File: config.mk
export PLATFORM = sky130hd
export DESIGN_NAME = abk_break_unit
export DESIGN_NICKNAME = d
export VERILOG_FILES = /design/src/design/abk_pkg.sv /design/src/design/abk_break_unit.sv
export SDC_FILE = /design/constraint.sdc
export NUM_CORES = 1
export LEC_CHECK = 0
export BUFFER_PORTS_ARGS = -buffer_cell sky130_fd_sc_hd__buf_2
export CAP_MARGIN = 20
export CORE_MARGIN = 2
export CORE_UTILIZATION = 50
export CTS_BUF_LIST = sky130_fd_sc_hd__clkbuf_4 sky130_fd_sc_hd__clkbuf_8 sky130_fd_sc_hd__clkbuf_16
export CTS_CLUSTER_DIAMETER = 120
export DETAILED_ROUTE_END_ITERATION = 10
export PLACE_DENSITY_LB_ADDON = 0.1
export SYNTH_ARGS = -nofsm -noshare
export SYNTH_HDL_FRONTEND = slang
export SYNTH_SLANG_ARGS = --single-unit
File: constraint.sdc
create_clock -name i_mclk -period 2.3 [get_ports i_mclk]
set_input_delay 0.23 -clock i_mclk [delete_from_list [all_inputs] [get_ports i_mclk]]
set_output_delay 0.23 -clock i_mclk [all_outputs]
set_load 0.02 [all_outputs]
File: src/design/abk_pkg.sv
// Package with the address break unit's register map, fields and types.
package abk_pkg;

  // Register indices on the plain register port.
  localparam logic [3:0] ABK_CTRL_IDX    = 4'h0;
  localparam logic [3:0] ABK_STAT_IDX    = 4'h1;
  localparam logic [3:0] ABK_ADDR_HI_IDX = 4'h2;
  localparam logic [3:0] ABK_ADDR_LO_IDX = 4'h3;
  localparam logic [3:0] ABK_DATA_HI_IDX = 4'h4;
  localparam logic [3:0] ABK_DATA_LO_IDX = 4'h5;
  localparam logic [3:0] ABK_EVT_IDX     = 4'h6;
  localparam logic [3:0] ABK_MASK_IDX    = 4'h7;

  // Control field positions.
  localparam int ABK_CTRL_UNMASK_BIT = 7;
  localparam int ABK_CTRL_CSEL_LSB   = 5;
  localparam int ABK_CTRL_ACMP_LSB   = 2;
  localparam int ABK_CTRL_DCMP_LSB   = 0;

  // Status field positions.
  localparam int ABK_STAT_FLAG_BIT = 7;
  localparam int ABK_STAT_IE_BIT   = 6;

  // Values after reset.
  localparam logic [7:0]  ABK_CTRL_RST      = 8'h80;
  localparam logic [15:0] ABK_ADDR_RST      = 16'hFFFF;
  localparam logic [15:0] ABK_DATA_RST      = 16'h0000;
  localparam logic [5:0]  ABK_STAT_RSV_BITS = 6'h3F;

  // Event bits of the sticky event register.
  localparam int ABK_EVT_MATCH   = 0;
  localparam int ABK_EVT_OVERRUN = 1;
  localparam int ABK_EVT_W       = 2;

  typedef enum logic [1:0] {
    ABK_CYC_EXEC  = 2'b00,
    ABK_CYC_READ  = 2'b01,
    ABK_CYC_WRITE = 2'b10,
    ABK_CYC_RDWR  = 2'b11
  } abk_cyc_t;

  typedef enum logic [1:0] {
    ABK_DCMP_NONE = 2'b00,
    ABK_DCMP_LOW  = 2'b01,
    ABK_DCMP_HIGH = 2'b10,
    ABK_DCMP_WORD = 2'b11
  } abk_dcmp_t;

  // Kind of space that a bus cycle reaches.
  typedef enum logic [1:0] {
    ABK_SPC_MEM  = 2'b00,
    ABK_SPC_IO8  = 2'b01,
    ABK_SPC_IO16 = 2'b10
  } abk_space_t;

  // One monitored CPU bus cycle.
  typedef struct packed {
    logic        valid;
    logic        exec;
    logic        read;
    logic        write;
    logic        word;
    abk_space_t  space;
    logic [15:0] addr;
    logic [15:0] data;
  } abk_cpu_bus_t;

  // Register port request.
  typedef struct packed {
    logic       wr;
    logic       rd;
    logic [3:0] addr;
    logic [7:0] wdata;
  } abk_reg_req_t;

endpackage

File: src/design/abk_break_unit.sv
// Address break comparator with its register file and interrupt outputs.
//
// Function
// RULE1 - Break request ignores the CPU global interrupt mask bit.
// RULE2 - Break on instruction execution or on data access with data match.
// RULE3 - Unmask bit resets 1; when 0, interrupts held after return one instruction.
// RULE4 - Cycle select picks execution, data read, data write or either.
// RULE5 - Address compare uses 16, upper 12, 8 or 4 bits; 1XX reserved.
// RULE6 - Data compare: none, low byte, high byte or full word.
// RULE7 - Memory word even uses upper lane, odd lower, bytes always upper.
// RULE8 - Byte-wide I/O registers always use the upper data lane.
// RULE9 - Word-wide I/O registers: even address upper lane, odd lower.
// RULE10 - Break flag resets 0 and sets when the programmed condition matches.
// RULE11 - Flag clears only by writing 0 after reading it as 1.
// RULE12 - Interrupt enable bit resets 0 and lets the request reach the CPU.
// RULE13 - Status bits 5 to 0 always read as 1.
// RULE14 - Break address is 16 bits, read/write by bytes, resets to all ones.
// RULE15 - Software loads the first byte address for execution breaks.
// RULE16 - Break data high byte meets upper lane, low byte meets lower lane.
// RULE17 - Software puts byte comparison values in the high data byte.
// RULE18 - Break request is driven exactly while flag and enable are both 1; the code registers it, so it follows them one clock later.
// RULE19 - Writing 1, or 0 without a prior read of 1, leaves the flag.
`timescale 1ns/1ns
module abk_break_unit (
  input  wire logic                  i_mclk,
  input  wire logic                  i_rst_n,
  input  wire abk_pkg::abk_reg_req_t i_req,
  output logic [7:0]                 o_rdata,
  input  wire abk_pkg::abk_cpu_bus_t i_cpu_bus,
  input  wire logic                  i_cpu_rte,
  input  wire logic                  i_cpu_insn_done,
  output logic                       o_break_irq,
  output logic                       o_rte_irq_hold,
  output logic                       o_irq
);

  logic [7:0]  ctrl_q;
  logic        flag_q;
  logic        irq_en_q;
  logic        flag_read_q;
  logic [15:0] brk_addr_q;
  logic [15:0] brk_data_q;
  logic [abk_pkg::ABK_EVT_W-1:0] evt_q;
  logic [abk_pkg::ABK_EVT_W-1:0] mask_q;

  abk_pkg::abk_cyc_t  csel;
  abk_pkg::abk_dcmp_t dcmp;
  logic [2:0]  acmp;
  logic [15:0] addr_mask;
  logic        addr_ok;
  logic        cyc_ok;
  logic        lane_lo;
  logic        data_ok;
  logic        match;
  logic        wr_ctrl;
  logic        wr_stat;
  logic        rd_stat;
  logic        flag_clr;

  assign csel = abk_pkg::abk_cyc_t'(ctrl_q[abk_pkg::ABK_CTRL_CSEL_LSB +: 2]);
  assign dcmp = abk_pkg::abk_dcmp_t'(ctrl_q[abk_pkg::ABK_CTRL_DCMP_LSB +: 2]);
  assign acmp = ctrl_q[abk_pkg::ABK_CTRL_ACMP_LSB +: 3];

  assign wr_ctrl = i_req.wr && (i_req.addr == abk_pkg::ABK_CTRL_IDX);
  assign wr_stat = i_req.wr && (i_req.addr == abk_pkg::ABK_STAT_IDX);
  assign rd_stat = i_req.rd && (i_req.addr == abk_pkg::ABK_STAT_IDX);

  // Reserved codes compare nothing, so a break never fires on them.
  always_comb begin
    addr_mask = 16'h0000;
    addr_ok   = 1'b0;
    unique case (acmp)
      3'b000: addr_mask = 16'hFFFF; // RULE5
      3'b001: addr_mask = 16'hFFF0; // RULE5
      3'b010: addr_mask = 16'hFF00; // RULE5
      3'b011: addr_mask = 16'hF000; // RULE5
      default: addr_mask = 16'h0000;
    endcase
    if (!acmp[2]) begin
      addr_ok = ((i_cpu_bus.addr ^ brk_addr_q) & addr_mask) == 16'h0000;
    end
  end

  always_comb begin
    cyc_ok = 1'b0;
    unique case (csel)
      abk_pkg::ABK_CYC_EXEC:  cyc_ok = i_cpu_bus.exec; // RULE4
      abk_pkg::ABK_CYC_READ:  cyc_ok = i_cpu_bus.read; // RULE4
      abk_pkg::ABK_CYC_WRITE: cyc_ok = i_cpu_bus.write; // RULE4
      abk_pkg::ABK_CYC_RDWR:  cyc_ok = i_cpu_bus.read || i_cpu_bus.write;
    endcase
  end

  // Only word cycles at odd addresses to memory or word-wide I/O use
  // the lower lane; byte cycles and byte-wide I/O always use the upper.
  assign lane_lo = i_cpu_bus.word && i_cpu_bus.addr[0] &&
                   (i_cpu_bus.space != abk_pkg::ABK_SPC_IO8); // RULE7 RULE8 RULE9

  always_comb begin
    data_ok = 1'b0;
    unique case (dcmp)
      abk_pkg::ABK_DCMP_NONE: data_ok = 1'b1;
      abk_pkg::ABK_DCMP_LOW:
        data_ok = lane_lo &&
                  (i_cpu_bus.data[7:0] == brk_data_q[7:0]); // RULE6 RULE16
      abk_pkg::ABK_DCMP_HIGH:
        data_ok = !lane_lo &&
                  (i_cpu_bus.data[15:8] == brk_data_q[15:8]); // RULE6 RULE16
      abk_pkg::ABK_DCMP_WORD:
        data_ok = i_cpu_bus.data == brk_data_q; // RULE6
    endcase
  end

  // Execution breaks look at the address only; data is not on the bus.
  assign match = i_cpu_bus.valid && cyc_ok && addr_ok &&
                 ((csel == abk_pkg::ABK_CYC_EXEC) || data_ok); // RULE2

  always_ff @(posedge i_mclk or negedge i_rst_n) begin
    if (!i_rst_n) begin
      ctrl_q <= abk_pkg::ABK_CTRL_RST; // RULE3
    end else if (wr_ctrl) begin
      ctrl_q <= i_req.wdata;
    end
  end

  always_ff @(posedge i_mclk or negedge i_rst_n) begin
    if (!i_rst_n) begin
      brk_addr_q <= abk_pkg::ABK_ADDR_RST; // RULE14
      brk_data_q <= abk_pkg::ABK_DATA_RST;
    end else if (i_req.wr) begin
      if (i_req.addr == abk_pkg::ABK_ADDR_HI_IDX) begin
        brk_addr_q[15:8] <= i_req.wdata; // RULE14
      end
      if (i_req.addr == abk_pkg::ABK_ADDR_LO_IDX) begin
        brk_addr_q[7:0] <= i_req.wdata; // RULE14
      end
      if (i_req.addr == abk_pkg::ABK_DATA_HI_IDX) begin
        brk_data_q[15:8] <= i_req.wdata; // RULE16
      end
      if (i_req.addr == abk_pkg::ABK_DATA_LO_IDX) begin
        brk_data_q[7:0] <= i_req.wdata; // RULE16
      end
    end
  end

  // A read of the flag as 1 arms the clear; any status write disarms it.
  always_ff @(posedge i_mclk or negedge i_rst_n) begin
    if (!i_rst_n) begin
      flag_read_q <= 1'b0;
    end else if (wr_stat) begin
      flag_read_q <= 1'b0;
    end else if (rd_stat && flag_q) begin
      flag_read_q <= 1'b1; // RULE11
    end
  end

  assign flag_clr = wr_stat && flag_read_q &&
                    !i_req.wdata[abk_pkg::ABK_STAT_FLAG_BIT]; // RULE11 RULE19

  // A match in the clearing cycle wins, so no break is lost.
  always_ff @(posedge i_mclk or negedge i_rst_n) begin
    if (!i_rst_n) begin
      flag_q <= 1'b0;
    end else if (match) begin
      flag_q <= 1'b1; // RULE10
    end else if (flag_clr) begin
      flag_q <= 1'b0; // RULE11
    end
  end

  always_ff @(posedge i_mclk or negedge i_rst_n) begin
    if (!i_rst_n) begin
      irq_en_q <= 1'b0; // RULE12
    end else if (wr_stat) begin
      irq_en_q <= i_req.wdata[abk_pkg::ABK_STAT_IE_BIT]; // RULE12
    end
  end

  // The request has no path through the CPU global mask; it is an NMI
  // class source, so the CPU must accept it regardless of that bit.
  always_ff @(posedge i_mclk or negedge i_rst_n) begin
    if (!i_rst_n) begin
      o_break_irq <= 1'b0;
    end else begin
      o_break_irq <= flag_q && irq_en_q; // RULE18 RULE1 RULE12
    end
  end

  // Interrupt hold after a return: set by the return, released by the
  // next completed instruction, never set while the unmask bit is 1.
  always_ff @(posedge i_mclk or negedge i_rst_n) begin
    if (!i_rst_n) begin
      o_rte_irq_hold <= 1'b0;
    end else if (ctrl_q[abk_pkg::ABK_CTRL_UNMASK_BIT]) begin
      o_rte_irq_hold <= 1'b0; // RULE3
    end else if (i_cpu_rte) begin
      o_rte_irq_hold <= 1'b1; // RULE3
    end else if (i_cpu_insn_done) begin
      o_rte_irq_hold <= 1'b0; // RULE3
    end
  end

  // Sticky events: write one to clear, a new event wins over the clear.
  logic [abk_pkg::ABK_EVT_W-1:0] evt_set;
  logic [abk_pkg::ABK_EVT_W-1:0] evt_clr;

  assign evt_set = {match && flag_q, match};
  assign evt_clr = (i_req.wr && (i_req.addr == abk_pkg::ABK_EVT_IDX)) ?
                   i_req.wdata[abk_pkg::ABK_EVT_W-1:0] :
                   {abk_pkg::ABK_EVT_W{1'b0}};

  always_ff @(posedge i_mclk or negedge i_rst_n) begin
    if (!i_rst_n) begin
      evt_q <= '0;
    end else begin
      evt_q <= (evt_q & ~evt_clr) | evt_set;
    end
  end

  always_ff @(posedge i_mclk or negedge i_rst_n) begin
    if (!i_rst_n) begin
      mask_q <= '0;
    end else if (i_req.wr && (i_req.addr == abk_pkg::ABK_MASK_IDX)) begin
      mask_q <= i_req.wdata[abk_pkg::ABK_EVT_W-1:0];
    end
  end

  always_ff @(posedge i_mclk or negedge i_rst_n) begin
    if (!i_rst_n) begin
      o_irq <= 1'b0;
    end else begin
      o_irq <= |(evt_q & mask_q);
    end
  end

  // Read data stand in the cycle after the strobe; unmapped reads give 0.
  always_ff @(posedge i_mclk or negedge i_rst_n) begin
    if (!i_rst_n) begin
      o_rdata <= 8'h00;
    end else if (i_req.rd) begin
      unique case (i_req.addr)
        abk_pkg::ABK_CTRL_IDX:    o_rdata <= ctrl_q;
        abk_pkg::ABK_STAT_IDX:
          o_rdata <= {flag_q, irq_en_q, abk_pkg::ABK_STAT_RSV_BITS}; // RULE13
        abk_pkg::ABK_ADDR_HI_IDX: o_rdata <= brk_addr_q[15:8];
        abk_pkg::ABK_ADDR_LO_IDX: o_rdata <= brk_addr_q[7:0];
        abk_pkg::ABK_DATA_HI_IDX: o_rdata <= brk_data_q[15:8];
        abk_pkg::ABK_DATA_LO_IDX: o_rdata <= brk_data_q[7:0];
        abk_pkg::ABK_EVT_IDX:     o_rdata <= {6'h00, evt_q};
        abk_pkg::ABK_MASK_IDX:    o_rdata <= {6'h00, mask_q};
        default:                  o_rdata <= 8'h00;
      endcase
    end else begin
      o_rdata <= 8'h00;
    end
  end
endmodule

---- Word level (Yosys, flattened, before mapping) ----
Index checks and enable logic that the tools add are counted.
word-level totals
  flip-flop bits (word level) ............. 58
  input port bits ......................... 57
  output and inout port bits .............. 11
cells by class
  eq/ne operators ......................... 20
  muxes and demuxes ....................... 14
  bitwise logic cells ..................... 6
  reduce and logical (&&, ||, !) cells .... 34
operators by type and width
  operator            count
  $pmux 16 s4         1
  $pmux 8 s8          1
  $logic_and 1x1->1   17
  $and 16x16->16      1
  $eq 16x16->1        1
  $eq 4x3->1 const B  4
  $eq 8x8->1          2
  $logic_not 16->1    1
  $xor 16x16->16      1
  $eq 2x2->1 const B  4
  $eq 4x2->1 const B  2
  $mux 1              8
  $mux 8              1
  $pmux 1 s4          2
  $reduce_and 2->1    4
  $eq 3x2->1 const B  2
  $and 2x2->2         2
  $eq 2x1->1 const B  2
  $eq 4x1->1 const B  1
  $logic_not 2->1     2
  $logic_not 4->1     1
  $reduce_bool 2->1   2
  $eq 3x1->1 const B  1
  $logic_not 3->1     1
  8 further kinds     10

---- Depth between registers and ports, before layout ----
Gate-level depths: netlist of the first run.
  word-level depth ........................ 9
  gate-level depth with buffers ........... 7
  mapped depth without buffers ............ 5

---- Worst setup path after synthesis of the first run ----
No wires, ideal clock.
  kind .................................... register to register
  start point ............................. register brk_addr_q[1]
  end point ............................... register evt_q[1] in the netlist's numbering
  setup time .............................. 0.065 ns
  arrival time ............................ 1.565 ns
  setup slack ............................. 0.670 ns
  cell stages (with the launch flop) ...... 6
  path buffers ............................ 0
  period minus slack after synthesis ...... 1.630 ns
  cell sequence ........................... dfstp_2 xor2_1 o41ai_2 a32oi_1 nor4_2 a22o_1
between the ends
  longest elaborated chain between the ends .. 8
ends and longest elaborated chain
  element                          line                   text
  from (decl)                      abk_break_unit.sv:41   logic [15:0] brk_addr_q;
  from (signal assigned)           abk_break_unit.sv:128  brk_addr_q <= abk_pkg::ABK_ADDR_RST;
  from (signal assigned)           abk_break_unit.sv:135  brk_addr_q[7:0] <= i_req.wdata;
  $xor 16x16->16                   abk_break_unit.sv:80   addr_ok = ((i_cpu_bus.addr ^ brk_addr_q) & addr_mask) == 16'h0000;
  $and 16x16->16                   abk_break_unit.sv:80
  $logic_not 16->1                 abk_break_unit.sv:80
  $mux 1                           abk_break_unit.sv:79   if (!acmp[2]) begin
  $logic_and 1x1->1 (2 in series)  abk_break_unit.sv:115  assign match = i_cpu_bus.valid && cyc_ok && addr_ok &&
  $logic_and 1x1->1                abk_break_unit.sv:207  assign evt_set = {match && flag_q, match};
  $or 2x2->2                       abk_break_unit.sv:216  evt_q <= (evt_q & ~evt_clr) | evt_set;
  to (signal assigned)             abk_break_unit.sv:216
  to (decl)                        abk_break_unit.sv:43   logic [abk_pkg::ABK_EVT_W-1:0] evt_q;
Every way passes these cells.
A chain may end at the register's enable or synchronous reset.

---- Worst setup path after layout of the first run ----
Same ends and word-level chain as after synthesis.

==> flow_summary.toml, run 1 <==
[status]
outcome = "completed"

[cells_and_area]
layout_commonest_cell = "buf_2"
syn2layout_area_growth_pct = 21.25
utilization = 0.6174
fin_cells = 400
n_antenna_cell = 0
most-common-layout-cells = "buf_2, mux2_2, dfrtp_1"
finalNetCount = 377
post_route_cells_drive_above_1_share = 0.4954

[place]
place_congestion = 0.8660
hpwl_um = 5887
dp_slack_ns = 0.3496
io_buffers = 67
place_inst = 383

[drt]
vias_per_cell = 5.850
wl_met1_um = 3427
wl_met2_um = 3769
wl_met3_um = 583
antenna_violating_nets_post_route = 0
drt-initial-drc-count = 156
dr.max_layer_used = "met4"
routed_wl_um = 7967
wl_per_cell_um = 19.92
drc = 0
via_count = 2340
drtPass1Iterations = 5

[yosys]
yosys_warnings = 0
synth_top_family_by_area = "multiplexers"
synth_nets = 301
avgSynthCellArea_um2 = 12.21
ys_seq_elements = 58
synth_xor_area_frac = 0.09408
synth_cells = 244
ys_types = 40
synth_edf_count = 0
synth_compound_area_frac = 0.1121
ys.flop_type = "dfrtp_1"
synth_area_um2 = 2979
synthAdderAreaFrac = 0
synthArstFlopShare = 1.000
muxShareOfSynthArea = 0.1814
synth-simple-area-share = 0.1016
synth-seq-area-share = 0.4943

[worst_setup_path]
critPathSlowestCell = "dfstp_2"
arrival_ns = 2.25
timing.rr.start = "brk_addr_q[1]$_DFFE_PN1P_"
ff2ff_path_depth = 5
cp.required_ns = 2.58
r2r_slack_ns = 0.33
cp_max_fo = 3
crit_chain = "xor2_1, o41ai_2, a32oi_1, nor4_2, a22o_1"
worstSetupPathType = "reg2reg"
critPathMaxStageDelay_ns = 0.57
r2r_end = "evt_q[1]$_DFF_PN0_"
crit_path_start_kind = "flip-flop"
critPathCaptureType = "flip-flop"

[global_route]
grt_use_total = 0.2697
overflow = 0
grt_pass1_wl_um = 12570
grt_max_degree = 24
antenna_found_initial = 0
grt_pass1_vias = 2295

[die]
start_util = 0.5092
fp-row-count = 28
io_pins = 68
coreArea_um2 = 5851
die_h_um = 81.19
dieArea_um2 = 6592
die_w_um = 81.19

[hold_path]
hp-class = "in2reg"
min_path_cells = 3
hold_path_end = "o_rte_irq_hold$_DFFE_PN0P_"
min_from = "i_cpu_rte"

[sta]
max_clock_freq_mhz = 507.4
setup_ws_ns = 0.3292
worst_slew_pin_slew_ns = 0.5813
finalHoldViolations = 0
slew_headroom = 0.6095
report.final.slew_viol_count = 0
finalSetupTns_ns = 0
post-route-period-util = 0.8569
rsz0062_at_grt = "false"
fin_crit_ns = 1.971
setup_viol = 0
skew_ns = 0.008198

[run]
drv_cap = 0

[clocking]
cts.sink_count = 58
ctsResizeCount = 0
cts_tree = "yes"
clk_pin_slew_ns = 0.07
cts_setup_buffers = 0
holdBufCountCts = 1
numCtsBuffers = 9
htreeDepth = 3
cts_root_buf = "clkbuf_8"
insertion_delay_ns = 0.34
cts_max_path_buffers = 2

[power_and_ir_drop]
cellPowerDensity_nw_per_um2 = 821.9
p_leak_nw = 1.652
ir_drop_v = 0.0004804
cells in the mapped netlist, types with 2 or more instances:
cell       n  area share
dfstp_2   17        0.15
nor4_1     7       0.015
a21o_2     2      0.0059
buf_2      6       0.010
a22o_1     2      0.0059
a21oi_1   11       0.018
clkbuf_1   2      0.0025
nand2b_1   5       0.010
o32a_1     2      0.0067
mux2_2    46        0.17
dfrtp_1   41        0.34
nor2_1     7      0.0088
nor2b_1    4      0.0084
nand4b_1   2      0.0059
xor2_1    32       0.094
a22oi_1    8       0.020
a31oi_1    6       0.013
nand2_1    8       0.010
o21ai_0    3      0.0050
nor3_1     6       0.010
inv_1      2      0.0025
a222oi_1   5       0.017
nor3b_1    3      0.0076
cells by family after synthesis:
group                     count (synthesis)
buffers and inverters                    11
xor gates and xnor gates                 32
and+or+nand+nor                          51
DFF                                      58
muxes                                    47
AOI/OAI and AO/OA                        45
critical path: cells and delay by family (launching register included):
family / cells / cell delay (ns)
AOI/OAI and AO/OA: 3 / 0.74
xor gates and xnor gates: 1 / 0.08
DFF: 1 / 0.57
and+or+nand+nor: 1 / 0.52
routing by layer:
metal / up-vias / global-route usage
li1: 1061 / -
met1: 1149 / 0.3671
met2: 113 / 0.4207
met3: 17 / 0.05667
met4: 0 / 0.1119
met5: - / 0
power by group:
group | internal, mW | switching, mW | total (mW)
clock | 0.500 | 0.391 | 0.890
sequential | 1.27 | 0.196 | 1.46
combinational | 0.326 | 0.290 | 0.615
layout make-up:
cell class,count,area (µm²)
flip-flops and latches,58,1473
fillers,498,2238
clock inverters,2,10.01
well taps,75,93.84
multi-input cells,175,1458
repair buffers,74,390.4
inverters,2,7.507
clock buffers,14,180.2
state kept, by name (all words and copies together), names as in the netlist, 2 cells and up:
name,flops
o_rdata,8
brk_addr_q,16
brk_data_q,16
evt_q,2
ctrl_q,8
mask_q,2
worst max path at each step:
stage                              startpoint                  to  slack, ns  depth (start not counted)
finish              brk_addr_q[1]$_DFFE_PN1P_  evt_q[1]$_DFF_PN0_       0.33                          5
global route        brk_addr_q[1]$_DFFE_PN1P_  evt_q[1]$_DFF_PN0_       0.25                          5
CTS                 brk_addr_q[1]$_DFFE_PN1P_  evt_q[1]$_DFF_PN0_       0.34                          5
detailed placement  brk_addr_q[1]$_DFFE_PN1P_  evt_q[1]$_DFF_PN0_       0.35                          5
global placement    brk_addr_q[1]$_DFFE_PN1P_  evt_q[1]$_DFF_PN0_       0.37                          5
floorplan           brk_addr_q[1]$_DFFE_PN1P_  evt_q[1]$_DFF_PN0_       0.67                          5
metrics by stage:
step                area [µm²]  power (mW)  hold WS [ns]
floorplan                 2979       1.828      -0.06559
global placement          3412       2.066        0.1897
detailed placement        3412       2.089        0.1977
CTS                       3612       2.980       0.09864
global route              3612       3.119        0.1332
finish                    3612       2.969        0.1018
No activity file was read; power rests on OpenSTA's default activity.
==> run 2, diff against run 1 <==
==> constraint.sdc (replaced) <==
create_clock -name i_mclk -period 2.1 [get_ports i_mclk]
set_input_delay 0.21 -clock i_mclk [delete_from_list [all_inputs] [get_ports i_mclk]]
set_output_delay 0.21 -clock i_mclk [all_outputs]
set_load 0.02 [all_outputs]
==> run 2 against run 1 <==
Effect of this change: critical path depth did not move; fmax increased by 2.3%; count of clock-buffer cells in the layout shrank 2; die area unchanged; design area increased by 0.10%; hold slack worse by 0.021 ns; clock power rose by 3.1%; final cell count unchanged; flip-flop and latch count did not move.
==> flow_summary.toml, run 2 (synthesis results as in run 1) <==
[die]
fp-row-count = 28
die_h_um = 81.19
dieArea_um2 = 6592
coreArea_um2 = 5851
die_w_um = 81.19
io_pins = 68
start_util = 0.5092

[global_route]
overflow = 0
grt_pass1_vias = 2390
grt_max_degree = 34
grt_pass1_wl_um = 12640
grt_use_total = 0.2691
antenna_found_initial = 0

[worst_setup_path]
arrival_ns = 2.21
cp_max_fo = 3
worstSetupPathType = "reg2reg"
critPathCaptureType = "flip-flop"
startpoint = "brk_addr_q[6]$_DFFE_PN1P_"
cp.required_ns = 2.38
crit_path_start_kind = "flip-flop"
timing.rr.start = "brk_addr_q[6]$_DFFE_PN1P_"

[drt]
routed_wl_um = 7864
drc = 0
vias_per_cell = 5.815
antenna_violating_nets_post_route = 0
drtPass1Iterations = 5
drt-initial-drc-count = 187
wl_per_cell_um = 19.66
via_count = 2326

[cells_and_area]
finalNetCount = 378
fill_cells = 525
syn2layout_area_growth_pct = 21.38
layout_commonest_cell = "buf_2"
multiInputGateArea_um2 = 1458
post_route_cells_drive_above_1_share = 0.4954
reg.largest.list = "brk_addr_q (16), brk_data_q (16)"
utilization = 0.6181
most-common-layout-cells = "buf_2, mux2_2, dfrtp_1"
seq_area_um2 = 1473
n_antenna_cell = 0

[clocking]
insertion_delay_ns = 0.34
cts_setup_buffers = 0
htreeDepth = 3
cts_tree = "yes"
cts_root_buf = "clkbuf_8"
clk_pin_slew_ns = 0.06
cts.sink_count = 58
cts_max_path_buffers = 2
numCtsBuffers = 9

[place]
io_buffers = 67
hpwl_um = 5894
place_congestion = 0.8585

[sta]
report.final.slew_viol_count = 0
finalHoldViolations = 0
fin_crit_ns = 1.927
setup_viol = 0
max_clock_freq_mhz = 518.9
post-route-period-util = 0.9177
slew_headroom = 0.5626
skew_ns = 0.006319
rsz0062_at_grt = "false"
worst_slew_pin_slew_ns = 0.6395
finalSetupTns_ns = 0

[power_and_ir_drop]
swShare = 0.2986
power_frac_seq = 0.502
combPwrFrac = 0.211
cellPowerDensity_nw_per_um2 = 882.5
p_leak_nw = 1.651
clock_power_share = 0.288
p_total_mw = 3.191
power.internal_mw = 2.238
switching_power_mw = 0.9529
ir_drop_v = 0.0005144

[hold_path]
min_from = "i_cpu_rte"
hp-class = "in2reg"

[run]
drv_cap = 0

[status]
outcome = "completed"
run 2: cell count changes in the layout (fill, tap and decap cells not counted):
cell      change
clkbuf_4      -1
buf_12        +1
clkinv_2      +1
clkbuf_8      -1
run 2: power groups by stage:
stage | clock network, mW | logic [mW] | registers, mW
after detailed placement | 0 | 0.669 | 1.62
after global placement | 0 | 0.655 | 1.61
after floorplan | 0 | 0.448 | 1.55
final | 0.918 | 0.672 | 1.60
after global routing | 0.983 | 0.741 | 1.63
after CTS | 0.932 | 0.675 | 1.60
run 2: cell type report:
type | count | area share
inverter | 2 | 0.002076
tap | 75 | 0.02595
multi-input combinational | 175 | 0.4031
clock buffer | 12 | 0.04394
sequential | 58 | 0.4073
timing repair buffer | 75 | 0.1135
clock inverter | 3 | 0.004152
run 2: routing by layer:
layer,global-route usage,share of wire
met5,0,0
met2,0.4248,0.48
met1,0.3691,0.44
met4,0.1068,0.020
met3,0.04778,0.061
run 2: worst paths after layout:
| path | endpoint | slack (ns) | cells past startpoint |
|---|---|---|---|
| max | evt_q[1]$_DFF_PN0_ | 0.17 | 5 |
| min | o_rte_irq_hold$_DFFE_PN0P_ | 0.08 | 3 |
| max reg2reg | evt_q[1]$_DFF_PN0_ | 0.17 | 5 |
| min reg2reg | o_rte_irq_hold$_DFFE_PN0P_ | 0.50 | 2 |
| max in group asynchronous | brk_addr_q[10]$_DFFE_PN1P_ | 1.01 | 3 |
| min in group asynchronous | brk_data_q[1]$_DFFE_PN0P_ | 0.42 | 2 |
run 2: critical path, cell delays in order (launching register included):
cell	delay, ns
dfstp_2	0.55
xor2_1	0.07
nor4_1	0.35
a32oi_1	0.19
nor4_2	0.49
a22o_1	0.21
run 2: stage by stage:
stage	cells	hold WS (ns)	cell area (µm²)	setup slack, ns
2_1_floorplan	244	-0.08559	2979	0.4700
4_1_cts	400	0.08173	3616	0.2046
5_1_grt	400	0.08285	3616	0.01385
3_3_place_gp	384	0.2567	3432	0.2411
3_5_place_dp	384	0.2596	3432	0.2259
6_report	400	0.08039	3616	0.1728
run 2: repair_timing:
action	in CTS	in global routing
hold buffers	1	0
resized for setup	0	0
hold endpoints to repair	19	0
==> run 3, diff against run 2 <==
--- a/config.mk
+++ b/config.mk
@@ -9,7 +9,6 @@
 export CAP_MARGIN = 20
 export CORE_MARGIN = 2
 export CORE_UTILIZATION = 50
-export CTS_BUF_LIST = sky130_fd_sc_hd__clkbuf_4 sky130_fd_sc_hd__clkbuf_8 sky130_fd_sc_hd__clkbuf_16
 export CTS_CLUSTER_DIAMETER = 120
 export DETAILED_ROUTE_END_ITERATION = 10
 export PLACE_DENSITY_LB_ADDON = 0.1
==> run 3 against run 2 <==
Effect of this change: clock skew about the same; largest power group unchanged; clock power down 1%; final cell count unchanged; combinational power about the same; total power down 0.34%; sequential power about the same; flip-flop and latch count unchanged.
==> flow_summary.toml, run 3 (synthesis results as in run 1) <==
[status]
outcome = "completed"

[sta]
finalHoldViolations = 0
finalSetupTns_ns = 0
fin_crit_ns = 1.898
slew_headroom = 0.5732
max_clock_freq_mhz = 526.8
setup_viol = 0
worst_slew_pin_slew_ns = 0.6240
rsz0062_at_grt = "false"
post-route-period-util = 0.9039
skew_ns = 0.006150
report.final.slew_viol_count = 0

[hold_path]
min_path_cells = 3
hp-class = "in2reg"
min_from = "i_cpu_rte"
hold_path_end = "o_rte_irq_hold$_DFFE_PN0P_"

[worst_setup_path]
crit_cells = 5
cpLargestDelayFamily = "simple AND/OR/NAND/NOR gates"
cp_max_fo = 3
r2r_slack_ns = 0.20
critPathMaxStageDelay_ns = 0.55
crit_chain = "xor2_1, nor4_1, a32oi_1, nor4_2, a22o_1"
crit_path_start_kind = "flip-flop"
critPathCaptureType = "flip-flop"
timing.rr.start = "brk_addr_q[6]$_DFFE_PN1P_"
critPathBufInv = 0
r2r_end = "evt_q[1]$_DFF_PN0_"
arrival_ns = 2.18
critPathSlowestCell = "dfstp_2"
cp.required_ns = 2.38
ff2ff_path_depth = 5
worstSetupPathType = "reg2reg"

[die]
dieArea_um2 = 6592
die_h_um = 81.19
coreArea_um2 = 5851
fp-row-count = 28
die_w_um = 81.19
io_pins = 68
start_util = 0.5092

[cells_and_area]
n_antenna_cell = 0
finalNetCount = 378
most-common-layout-cells = "buf_2, mux2_2, dfrtp_1"
reg.largest.list = "brk_addr_q (16), brk_data_q (16)"
post_route_cells_drive_above_1_share = 0.4923
fill_cells = 524
syn2layout_area_growth_pct = 21.25
multiInputGateArea_um2 = 1458
utilization = 0.6174
layout_commonest_cell = "buf_2"
fin_cells = 400
seq_area_um2 = 1473

[clocking]
cts_tree = "yes"
htreeDepth = 3
numCtsBuffers = 9
cts_root_buf = "clkbuf_8"
clk_pin_slew_ns = 0.07
cts_max_path_buffers = 2
cts_setup_buffers = 0
ctsResizeCount = 0
cts.sink_count = 58
insertion_delay_ns = 0.34

[place]
place_congestion = 0.8585
io_buffers = 67
hpwl_um = 5894
place_inst = 384

[power_and_ir_drop]
p_total_mw = 3.180
p_leak_nw = 1.648
ir_drop_v = 0.0005176
cellPowerDensity_nw_per_um2 = 880.4

[global_route]
antenna_found_initial = 0
overflow = 0
grt_max_degree = 34
grt_pass1_vias = 2388
grt_pass1_wl_um = 12630
grt_use_total = 0.2689

[drt]
vias_per_cell = 5.783
drtPass1Iterations = 5
drc = 0
wl_per_cell_um = 19.55
routed_wl_um = 7818
antenna_violating_nets_post_route = 0
drt-initial-drc-count = 193
via_count = 2313

[run]
drv_cap = 0
## run 3: cell counts in the layout (fill, tap and decap cells not counted)
No cell type changed its count.
## run 3: where the power goes
part	leakage (nW)	switching, mW	total [mW]	internal [mW]
clock	0.0920	0.429	0.909	0.479
sequential	0.703	0.213	1.60	1.39
combinational	0.853	0.312	0.670	0.358
## run 3: repair_timing
item | in CTS | in global routing
endpoints found under the hold margin | 19 | 0
hold buffers | 1 | 0
endpoints found under the setup margin | 0 | 0
## run 3: layout make-up
cell class,instances,area share
multi-input combinational,175,0.4035
inverter,2,0.002078
timing repair buffer,75,0.1136
sequential,58,0.4077
clock buffer,12,0.04295
clock inverter,3,0.004157
tap,75,0.02598
## run 3: worst reg2reg max path, delay by kind of cell, from the launching register on
kind	cells	cell delay (ns)
XOR/XNOR	1	0.07
AND/OR/NAND/NOR	2	0.82
AO/OA/AOI/OAI	2	0.39
flip-flops	1	0.55
## run 3: stage by stage
stage | hold WS [ns] | cell area, µm² | worst slack [ns]
after detailed placement | 0.2596 | 3432 | 0.2259
after CTS | 0.08156 | 3612 | 0.2046
after floorplan | -0.08559 | 2979 | 0.4700
final | 0.07848 | 3612 | 0.2019
after global routing | 0.08242 | 3612 | 0.01385
after global placement | 0.2567 | 3432 | 0.2411
## run 3: worst max-delay path by stage
| stage | end | startpoint | slack (ns) |
|---|---|---|---|
| final | evt_q[1]$_DFF_PN0_ | brk_addr_q[6]$_DFFE_PN1P_ | 0.20 |
| after detailed placement | evt_q[1]$_DFF_PN0_ | brk_addr_q[11]$_DFFE_PN1P_ | 0.23 |
| after CTS | evt_q[1]$_DFF_PN0_ | brk_addr_q[11]$_DFFE_PN1P_ | 0.20 |
| after global placement | evt_q[1]$_DFF_PN0_ | brk_addr_q[6]$_DFFE_PN1P_ | 0.24 |
| after global routing | evt_q[1]$_DFF_PN0_ | brk_addr_q[6]$_DFFE_PN1P_ | 0.01 |
| after floorplan | evt_q[1]$_DFF_PN0_ | brk_addr_q[1]$_DFFE_PN1P_ | 0.47 |
## run 3: routing by layer
metal | track usage | wire (µm) | share of wire | up-vias
met1 | 0.3683 | 3425 | 0.44 | 1145
met5 | 0 | 0 | 0 | -
met2 | 0.4248 | 3755 | 0.48 | 82
li1 | - | - | - | 1074
met3 | 0.04778 | 483 | 0.062 | 12
met4 | 0.1068 | 155 | 0.020 | 0
